File: config.mk
export PLATFORM = sky130hd
export DESIGN_NAME = symcnt_irq
export DESIGN_NICKNAME = d
export VERILOG_FILES = /design/src/rtl/symcnt_irq_pkg.sv /design/src/rtl/backoff_ticker.sv /design/src/rtl/symcnt_irq.sv
export SDC_FILE = /design/constraint.sdc
export NUM_CORES = 1
export LEC_CHECK = 0
export ABC_AREA = 1
export BUFFER_PORTS_ARGS = -buffer_cell sky130_fd_sc_hd__buf_2
export CAP_MARGIN = 20
export CORE_ASPECT_RATIO = 0.8
export CORE_MARGIN = 1.5
export CORE_UTILIZATION = 52
export CTS_CLUSTER_DIAMETER = 30
export DETAILED_ROUTE_END_ITERATION = 12
export HOLD_SLACK_MARGIN = 0.1
export PLACE_DENSITY = 0.85
export SYNTH_ARGS = -nofsm -noshare
export SYNTH_HDL_FRONTEND = slang
export SYNTH_HIERARCHICAL = 1
export SYNTH_SLANG_ARGS = --single-unit
File: constraint.sdc
create_clock -name clk_i -period 4.6 [get_ports clk_i]
set_clock_uncertainty 0.15 [all_clocks]
set_input_delay 0.69 -clock clk_i [delete_from_list [all_inputs] [get_ports clk_i]]
set_output_delay 0.69 -clock clk_i [all_outputs]
set_load 0.005 [all_outputs]
File: src/rtl/symcnt_irq_pkg.sv
// What this block does
// - A set flag is a pending request; when its mask bit is set it requests service and the flag clears when the service is acknowledged.
// - Writing one to a flag position of the pending register clears that flag and writing zero leaves it alone.
// - Bits 7:5 of both the pending and mask registers are reserved, read as zero here, and software writes them with zero.
// - The backoff tick flag at bit 4 is raised every 320 us, which is every 20 symbol periods.
// - The wrap flag at bit 3 is raised when the 32-bit symbol counter rolls from all ones to zero.
// - Bits 2, 1 and 0 are raised by compare matches of units three, two and one.
// - After reset every mask bit is zero so no interrupt is requested until software enables one.
// - An event with its mask bit clear still sets its flag but requests no interrupt.
// - Setting a mask bit while its flag is already set raises the request at once.
// - The mask bits sit at the flag positions: backoff 4, wrap 3, match units three to one at 2 to 0.
// - The backoff slot counter and its tick run only while the backoff counter enable bit is set.
// - A sync command clears the prescaler and the slot counter so the next tick follows a full 320 us.
package symcnt_irq_pkg;

   // ----------------------------------------
   // bus and register map
   // ----------------------------------------
   localparam int ADR_W = 10;
   localparam logic [7:0] IDX_PEND = 8'hdc;
   localparam logic [7:0] IDX_CTRL = 8'hdd;
   localparam logic [7:0] IDX_MASK = 8'hdf;

   // ----------------------------------------
   // field layout and reset values
   // ----------------------------------------
   localparam int NSRC = 5;
   localparam int BIT_MATCH1 = 0;
   localparam int BIT_MATCH2 = 1;
   localparam int BIT_MATCH3 = 2;
   localparam int BIT_WRAP = 3;
   localparam int BIT_BACKOFF = 4;
   localparam int CTRL_EN_BIT = 0;
   localparam int CTRL_SYNC_BIT = 7;
   localparam logic [NSRC-1:0] MASK_RST = 5'h0;
   localparam logic [NSRC-1:0] PEND_RST = 5'h0;
   localparam logic [31:0] RD_ZERO = 32'h0000_0000;

   // ----------------------------------------
   // timing
   // ----------------------------------------
   localparam int CLK_MHZ = 25;
   localparam int SYMBOL_US = 16;
   localparam int BACKOFF_US = 320;
   localparam int SYMBOL_CYCLES = SYMBOL_US * CLK_MHZ;
   localparam int SLOT_SYMBOLS = BACKOFF_US / SYMBOL_US;

   // ----------------------------------------
   // bus slave states
   // ----------------------------------------
   typedef enum logic {WB_IDLE, WB_ACK} wb_state_t;

endpackage

File: src/rtl/backoff_ticker.sv
`timescale 1ns/1ns
module backoff_ticker #(
   parameter int SYM_CYC = 400,
   parameter int SLOT_SYMS = 20
) (
   // clock and reset
   input wire logic clk_i,
   input wire logic rst_i,
   // control
   input wire logic enable_i,
   input wire logic sync_i,
   // event
   output logic tick_o
);

   // ----------------------------------------
   // prescaler and slot counter
   // ----------------------------------------
   logic [15:0] pre_ff, nxt_pre;
   logic [7:0] slot_ff, nxt_slot;
   logic pre_end, slot_end;

   assign pre_end = (pre_ff == 16'(SYM_CYC - 1));
   assign slot_end = (slot_ff == 8'(SLOT_SYMS - 1));
   assign tick_o = enable_i && !sync_i && pre_end && slot_end;

   always_comb begin
      nxt_pre = pre_ff;
      nxt_slot = slot_ff;
      if (sync_i) begin
         nxt_pre = 16'h0000;
         nxt_slot = 8'h00;
      end else if (enable_i) begin
         nxt_pre = pre_end ? 16'h0000 : pre_ff + 16'h0001;
         if (pre_end) begin
            nxt_slot = slot_end ? 8'h00 : slot_ff + 8'h01;
         end
      end
   end

   always_ff @(posedge clk_i) begin
      if (rst_i) begin
         pre_ff <= 16'h0000;
         slot_ff <= 8'h00;
      end else begin
         pre_ff <= nxt_pre;
         slot_ff <= nxt_slot;
      end
   end

endmodule // backoff_ticker

File: src/rtl/symcnt_irq.sv
// The implementer's own choice: the Wishbone interface to the registers.
`timescale 1ns/1ns
module symcnt_irq
   import symcnt_irq_pkg::*;
#(
   parameter int SYM_CYC = SYMBOL_CYCLES,
   parameter int SLOT_SYMS = SLOT_SYMBOLS
) (
   // clock and reset
   input wire logic clk_i,
   input wire logic rst_i,
   // wishbone slave
   input wire logic cyc_i,
   input wire logic stb_i,
   input wire logic we_i,
   input wire logic [ADR_W-1:0] adr_i,
   input wire logic [3:0] sel_i,
   input wire logic [31:0] dat_i,
   output logic ack_o,
   output logic [31:0] dat_o,
   // events from counter and compare units
   input wire logic match1_i,
   input wire logic match2_i,
   input wire logic match3_i,
   input wire logic wrap_i,
   // processor interrupt side
   input wire logic [NSRC-1:0] vec_ack_i,
   output logic [NSRC-1:0] req_o,
   output logic irq_o
);

   // ----------------------------------------
   // declarations
   // ----------------------------------------
   logic [NSRC-1:0] flags_ff, nxt_flags;
   logic [NSRC-1:0] mask_ff, nxt_mask;
   logic bo_en_ff, nxt_bo_en;
   wb_state_t wb_ff, nxt_wb;
   logic [31:0] dat_ff, nxt_dat;
   logic [7:0] idx;
   logic commit;
   logic wr_pend, wr_mask, wr_ctrl;
   logic sync_pulse;
   logic backoff_tick;
   logic [NSRC-1:0] set_vec, clr_vec, w1c_vec;
   logic [31:0] rd_val;

   // ----------------------------------------
   // bus decode
   // ----------------------------------------
   assign idx = adr_i[ADR_W-1:2];
   assign commit = cyc_i && stb_i && we_i && sel_i[0] && (wb_ff == WB_ACK);
   assign wr_pend = commit && (idx == IDX_PEND);
   assign wr_mask = commit && (idx == IDX_MASK);
   assign wr_ctrl = commit && (idx == IDX_CTRL);
   assign sync_pulse = wr_ctrl && dat_i[CTRL_SYNC_BIT];

   always_comb begin
      rd_val = RD_ZERO;
      unique case (idx)
         IDX_PEND: rd_val[NSRC-1:0] = flags_ff;
         IDX_MASK: rd_val[NSRC-1:0] = mask_ff;
         IDX_CTRL: rd_val[CTRL_EN_BIT] = bo_en_ff;
         default: rd_val = RD_ZERO;
      endcase
   end

   // ----------------------------------------
   // bus slave state
   // ----------------------------------------
   always_comb begin
      nxt_wb = wb_ff;
      nxt_dat = dat_ff;
      unique case (wb_ff)
         WB_IDLE: begin
            if (cyc_i && stb_i) begin
               nxt_wb = WB_ACK;
               nxt_dat = we_i ? RD_ZERO : rd_val;
            end
         end
         WB_ACK: begin
            nxt_wb = WB_IDLE;
         end
      endcase
   end

   always_ff @(posedge clk_i) begin
      if (rst_i) begin
         wb_ff <= WB_IDLE;
         dat_ff <= RD_ZERO;
      end else begin
         wb_ff <= nxt_wb;
         dat_ff <= nxt_dat;
      end
   end

   assign ack_o = (wb_ff == WB_ACK);
   assign dat_o = dat_ff;

   // ----------------------------------------
   // backoff slot timing
   // ----------------------------------------
   backoff_ticker #(
      .SYM_CYC(SYM_CYC),
      .SLOT_SYMS(SLOT_SYMS)
   ) u_ticker (
      .clk_i(clk_i),
      .rst_i(rst_i),
      .enable_i(bo_en_ff),
      .sync_i(sync_pulse),
      .tick_o(backoff_tick)
   );

   // ----------------------------------------
   // flags, mask and control
   // ----------------------------------------
   always_comb begin
      set_vec = '0;
      set_vec[BIT_MATCH1] = match1_i;
      set_vec[BIT_MATCH2] = match2_i;
      set_vec[BIT_MATCH3] = match3_i;
      set_vec[BIT_WRAP] = wrap_i;
      set_vec[BIT_BACKOFF] = backoff_tick;
   end

   assign w1c_vec = wr_pend ? dat_i[NSRC-1:0] : '0;
   assign clr_vec = w1c_vec | vec_ack_i;

   always_comb begin
      nxt_flags = (flags_ff & ~clr_vec) | set_vec;
      nxt_mask = wr_mask ? dat_i[NSRC-1:0] : mask_ff;
      nxt_bo_en = wr_ctrl ? dat_i[CTRL_EN_BIT] : bo_en_ff;
   end

   always_ff @(posedge clk_i) begin
      if (rst_i) begin
         flags_ff <= PEND_RST;
         mask_ff <= MASK_RST;
         bo_en_ff <= 1'b0;
      end else begin
         flags_ff <= nxt_flags;
         mask_ff <= nxt_mask;
         bo_en_ff <= nxt_bo_en;
      end
   end

   // ----------------------------------------
   // interrupt requests
   // ----------------------------------------
   assign req_o = flags_ff & mask_ff;
   assign irq_o = |req_o;

   int unsigned gap_ff;
   always_ff @(posedge clk_i) begin
      if (rst_i) begin
         gap_ff <= 0;
      end else if (backoff_tick || sync_pulse) begin
         gap_ff <= 0;
      end else if (bo_en_ff) begin
         gap_ff <= gap_ff + 1;
      end
   end
endmodule // symcnt_irq

# Yosys cells after proc, flatten, opt, wreduce, memory -nomap -nowiden
# Index checks and enable logic that the tools add are counted.
# classes
add_sub_neg	2
reduce_logical	16
n_bitwise	6
eq_ne	5
mux	8
# op_table
op	n
== test 8 bit (second input constant)	3
adder 16 x 1 -> 16 bit (second input constant)	1
== test 16 x 9 -> 1 bit (second input constant)	1
two-way mux 16 bit	1
logical AND 1 bit	11
bitwise AND 5 bit	2
two-way mux 5 bit	2
bitwise OR 5 bit	2
adder 8 x 1 -> 8 bit (second input constant)	1
== test 8 x 5 -> 1 bit (second input constant)	1
two-way mux 8 bit	1
case mux 4 bit (2 select lines)	1
NOT 5 bit	1
OR reduction 5 bit	1
AND reduction 2 bit	2
case mux 1 bit (3 select lines)	1
case mux 1 bit (2 select lines)	1
OR reduction 2 bit	1
logical NOT 1 bit	1
two-way mux 1 bit	1
NOT 1 bit	1
# totals
word_cells	44
register_bits	68

# Depth between registers and ports, before layout
# logic_depth
word_depth	11
depth_mapped	11
mapped_depth_nobuf	11

# Hierarchy
# Netlist, hierarchy kept.
# by_module_without_submodules
module	n_inst	seq_area_each_um2	area_each_um2	cells_each
backoff_ticker	1	480.5	1383.8	222
symcnt_irq	1	340.3	1088.5	160

# Least setup slack after synthesis
# OpenSTA, ideal clock, no wires.
# synth_timing
path_kind	input port to flip-flop
from	input adr_i[7]
to	register u_ticker.pre_ff[13]
setup_time_ps	115
setup_slack_ps	2640
path_stages	10
required_ps	4335
n_path_buf	0
arrival_ps	1694
cell_sequence	inv_1 nand2_1 nor2_2 nand3_1 nor2_1 nor2_1 nand2_4 inv_4 nand2_1 nor2_1
# synth_via
elab_chain_len	4
# synth_lines
item	line	rtl
start: declaration	symcnt_irq.sv:16	input wire logic [ADR_W-1:0] adr_i,
== test 8 bit	symcnt_irq.sv:55	assign wr_ctrl = commit && (idx == IDX_CTRL);
logical AND 1 bit	symcnt_irq.sv:55	
logical AND 1 bit	symcnt_irq.sv:56	assign sync_pulse = wr_ctrl && dat_i[CTRL_SYNC_BIT];
via sync_pulse	symcnt_irq.sv:43	logic sync_pulse;
OR reduction 2 bit (no source line)	--	
end signal: assignment	backoff_ticker.sv:46	pre_ff <= nxt_pre;
end: declaration	backoff_ticker.sv:19	logic [15:0] pre_ff, nxt_pre;
# The timed path passes the listed nets, and every way through them passes these cells.
# A chain may end at the register's enable or synchronous reset.

# Worst setup path in the final report
# layout_timing
from	input adr_i[7]
to	register u_ticker.pre_ff[2]
# Same word-level chain as after synthesis.

==> run metrics <==
IO Pins=slightly below 100; unrepaired setup endpoints after global routing=false; grt total ovfl=0; share of the yosys chip area belonging to registers=33.2%; CP Data Required Time=4.63 ns; HPWL after detailed placement=3.85 mm; WL final=about 4.9 mm; Reg2Reg Launch Point=ack_o; asr flop ratio synth=0%; Synth Area in Adders=1.01%; warning count from the yosys run=6; final instance area=2700 µm²; wire per inst=about 10 µm; vias=roughly 2400; startpoint types=input port; min cycle time layout=slightly above 2 ns; max_cap viols=0; R2R setup slack=approximately 2.8 ns; worst-path cell chain=buf_2 -> inv_1 -> nand2_1 -> nor2_2 -> nand3_1 -> nor2_1 -> nor2_1 -> inv_1 -> nor3b_1; hold path endpoint=dat_o[3]; Final Max Slew Viols=0; Leak=about 1.3 nW; diode count=0; Yosys top cell area share=33.2%; Seq cells post-synth=41; CP Max Fanout=9; Post-synth EDFFs=0; hold path depth=2; Max rail drop VDD=141 µV; RD Place Congestion=0.908; Worst-Skew Late Latency=0.29 ns; largest net degree at the start of global routing=14; drt drc=0; Hold-fix buffers, CTS=0; placed instance area=between 2000 and 3000 µm²; final hold vios=0; Post-Place Cells=approximately 480; cell with the most instances after synthesis=nand2_1; syn avg cell area=6.47 µm²; Critical Path Max Stage Delay=0.34 ns; cts bufs inserted=5; outcome=finished clean; core area=4570 µm²; Slowest-stage cell, CP=nor2_2; CTS tree=done; worst hold path type=register to register; XOR/XNOR Fraction of Synth Area=1.42%; H-tree Lvls=2; post-CTS setup buffer count=0; die width=80.1 µm; final hold slack=0.318 ns; commonest cells in the netlist=nand2_1, nor2_1, inv_1; setup TNS=0 ns; std cell rows=22; Crit Path Class=input port to register; compound-cell area share of the yosys netlist=7.19%; Post-Syn Area=2470 µm²; hold path startpoint=dat_o[3]; mux contribution to synthesized area=0%; P&R area growth vs syn=9.16%; vias in the first global route=2080; ys flop type=dfxtp_1; Via-to-Cell Ratio=4.84; full die area=5180 µm²; count of final setup violators=0; port bufs=40; Die Height=64.7 µm; initial antenna violation count=0; GR Util All Layers=20.8%; share of cells above drive strength 1=16.0%; library cells used by synthesis=30; Initial Util=~54%; antenna-violating nets left=0; Reg2Reg Depth=7; Reg2Reg Capture Point=u_ticker/pre_ff[2]; CTS sink count=just over 40; CTS root buf=clkbuf_8; Tcrit/Tclk final=~44%; area leader, netlist=dfxtp_1; layout net count=487; P per Cell Area=233 nW/µm²; largest family of logic cells by synthesized area=simple AND/OR/NAND/NOR gates; arrival time worst endpoint=2.07 ns; buffers from clock root to sink, at most=2; critical path endpoint category=register; Post-CTS Resized=0; initial DRC count=178; clock-pin transition on the worst setup and hold timing paths=0.08 ns; dominant cells by area after synthesis=dfxtp_1, nand2_1, nor2_1, buf_4, inv_1; fmax=just under 500 MHz; Simple-Gate Fraction of Synth Area=40.4%; fin cells=486; global-route wire length before repair=8.58 mm; DRT Pass-1 Iters=4; cell count after synthesis=382; Pwr Total=0.628 mW
==> layout by cell type, fill, tap and decap left out <==
| cell type | synthesis | routed |
|---|---|---|
| dfxtp_1 | 41 | 41 |
| a31oi_1 | 2 | 2 |
| nand2_1 | 94 | 94 |
| clkbuf_8 | 0 | 5 |
| nand4_1 | 5 | 5 |
| clkbuf_1 | 1 | 1 |
| nor2_2 | 6 | 6 |
| nor2_8 | 1 | 1 |
| ha_1 | 2 | 2 |
| nand3_4 | 1 | 1 |
| xor2_1 | 3 | 3 |
| o21ai_0 | 7 | 7 |
| nor2b_1 | 1 | 1 |
| nor2_4 | 4 | 4 |
| nand3_2 | 1 | 1 |
| nand2_2 | 3 | 3 |
| a21oi_1 | 22 | 22 |
| inv_1 | 44 | 44 |
| or2_2 | 1 | 1 |
| nor2_1 | 67 | 67 |
| nand2_4 | 1 | 1 |
| nor3_1 | 6 | 6 |
| o21ai_1 | 4 | 4 |
| clkinv_2 | 1 | 3 |
| nor3b_1 | 2 | 2 |
| conb_1 | 1 | 27 |
| inv_4 | 2 | 2 |
| nand3_1 | 29 | 29 |
| xnor2_1 | 1 | 1 |
| buf_2 | 0 | 40 |
==> metrics by stage <==
step | setup slack [ns] | utilization (%)
floorplan | 2.64 | -
global route | 2.41 | 59.1
detailed placement | 2.24 | 57.3
finish | 2.56 | 59.1
global placement | 2.27 | 57.3
CTS | 2.56 | 59.1
==> state kept, by name (all words and copies together) (netlist names) <==
name and flops:
ack_o 1, bo_en_ff 1, dat_o 5, flags_ff 5, mask_ff 5, u_ticker/pre_ff 16, u_ticker/slot_ff 8
==> report_power, final <==
group	switching (mW)	internal [mW]	leakage [nW]
logic	0.0271	0.0148	0.922
clock network	0.122	0.105	0.0450
registers	0.00189	0.357	0.331
==> worst max-delay path: cells and delay by family <==
kind	cells	cell delay, ns
AND/OR/NAND/NOR	6	0.96
buffers and inverters	3	0.41
==> layout make-up <==
class | count | area (µm²)
clock buffer | 6 | 72.6
multi-input combinational | 290 | 1340
clock inverter | 2 | 10.0
timing repair buffer | 40 | 200
inverter | 47 | 183
tap | 60 | 75.1
fill | 450 | 1870
sequential | 41 | 821
==> how the worst max path moves through the flow <==
stage,start,end,slack [ns],depth (start not counted)
after global placement,adr_i[7],u_ticker/pre_ff[2],2.27,9
after global routing,adr_i[7],u_ticker/slot_ff[4],2.41,9
final,adr_i[7],u_ticker/pre_ff[2],2.56,9
after detailed placement,adr_i[7],u_ticker/pre_ff[2],2.24,9
after CTS,adr_i[7],u_ticker/pre_ff[2],2.56,9
after floorplan,adr_i[7],u_ticker/pre_ff[13],2.64,10
==> logic make-up after synthesis <==
kind of cell    Yosys count
simple gates            222
buf+inv                  77
other cells               1
xor+xnor                  4
compound gates           35
flops                    41
fa+ha+maj                 2
==> per-layer routing <==
layer	GRT usage (%)	routed length, µm
met1	26.2	2300
met2	34.8	2240
met3	4.51	286
met4	7.33	73
met5	0	0
(Power assumes the default switching activity.)
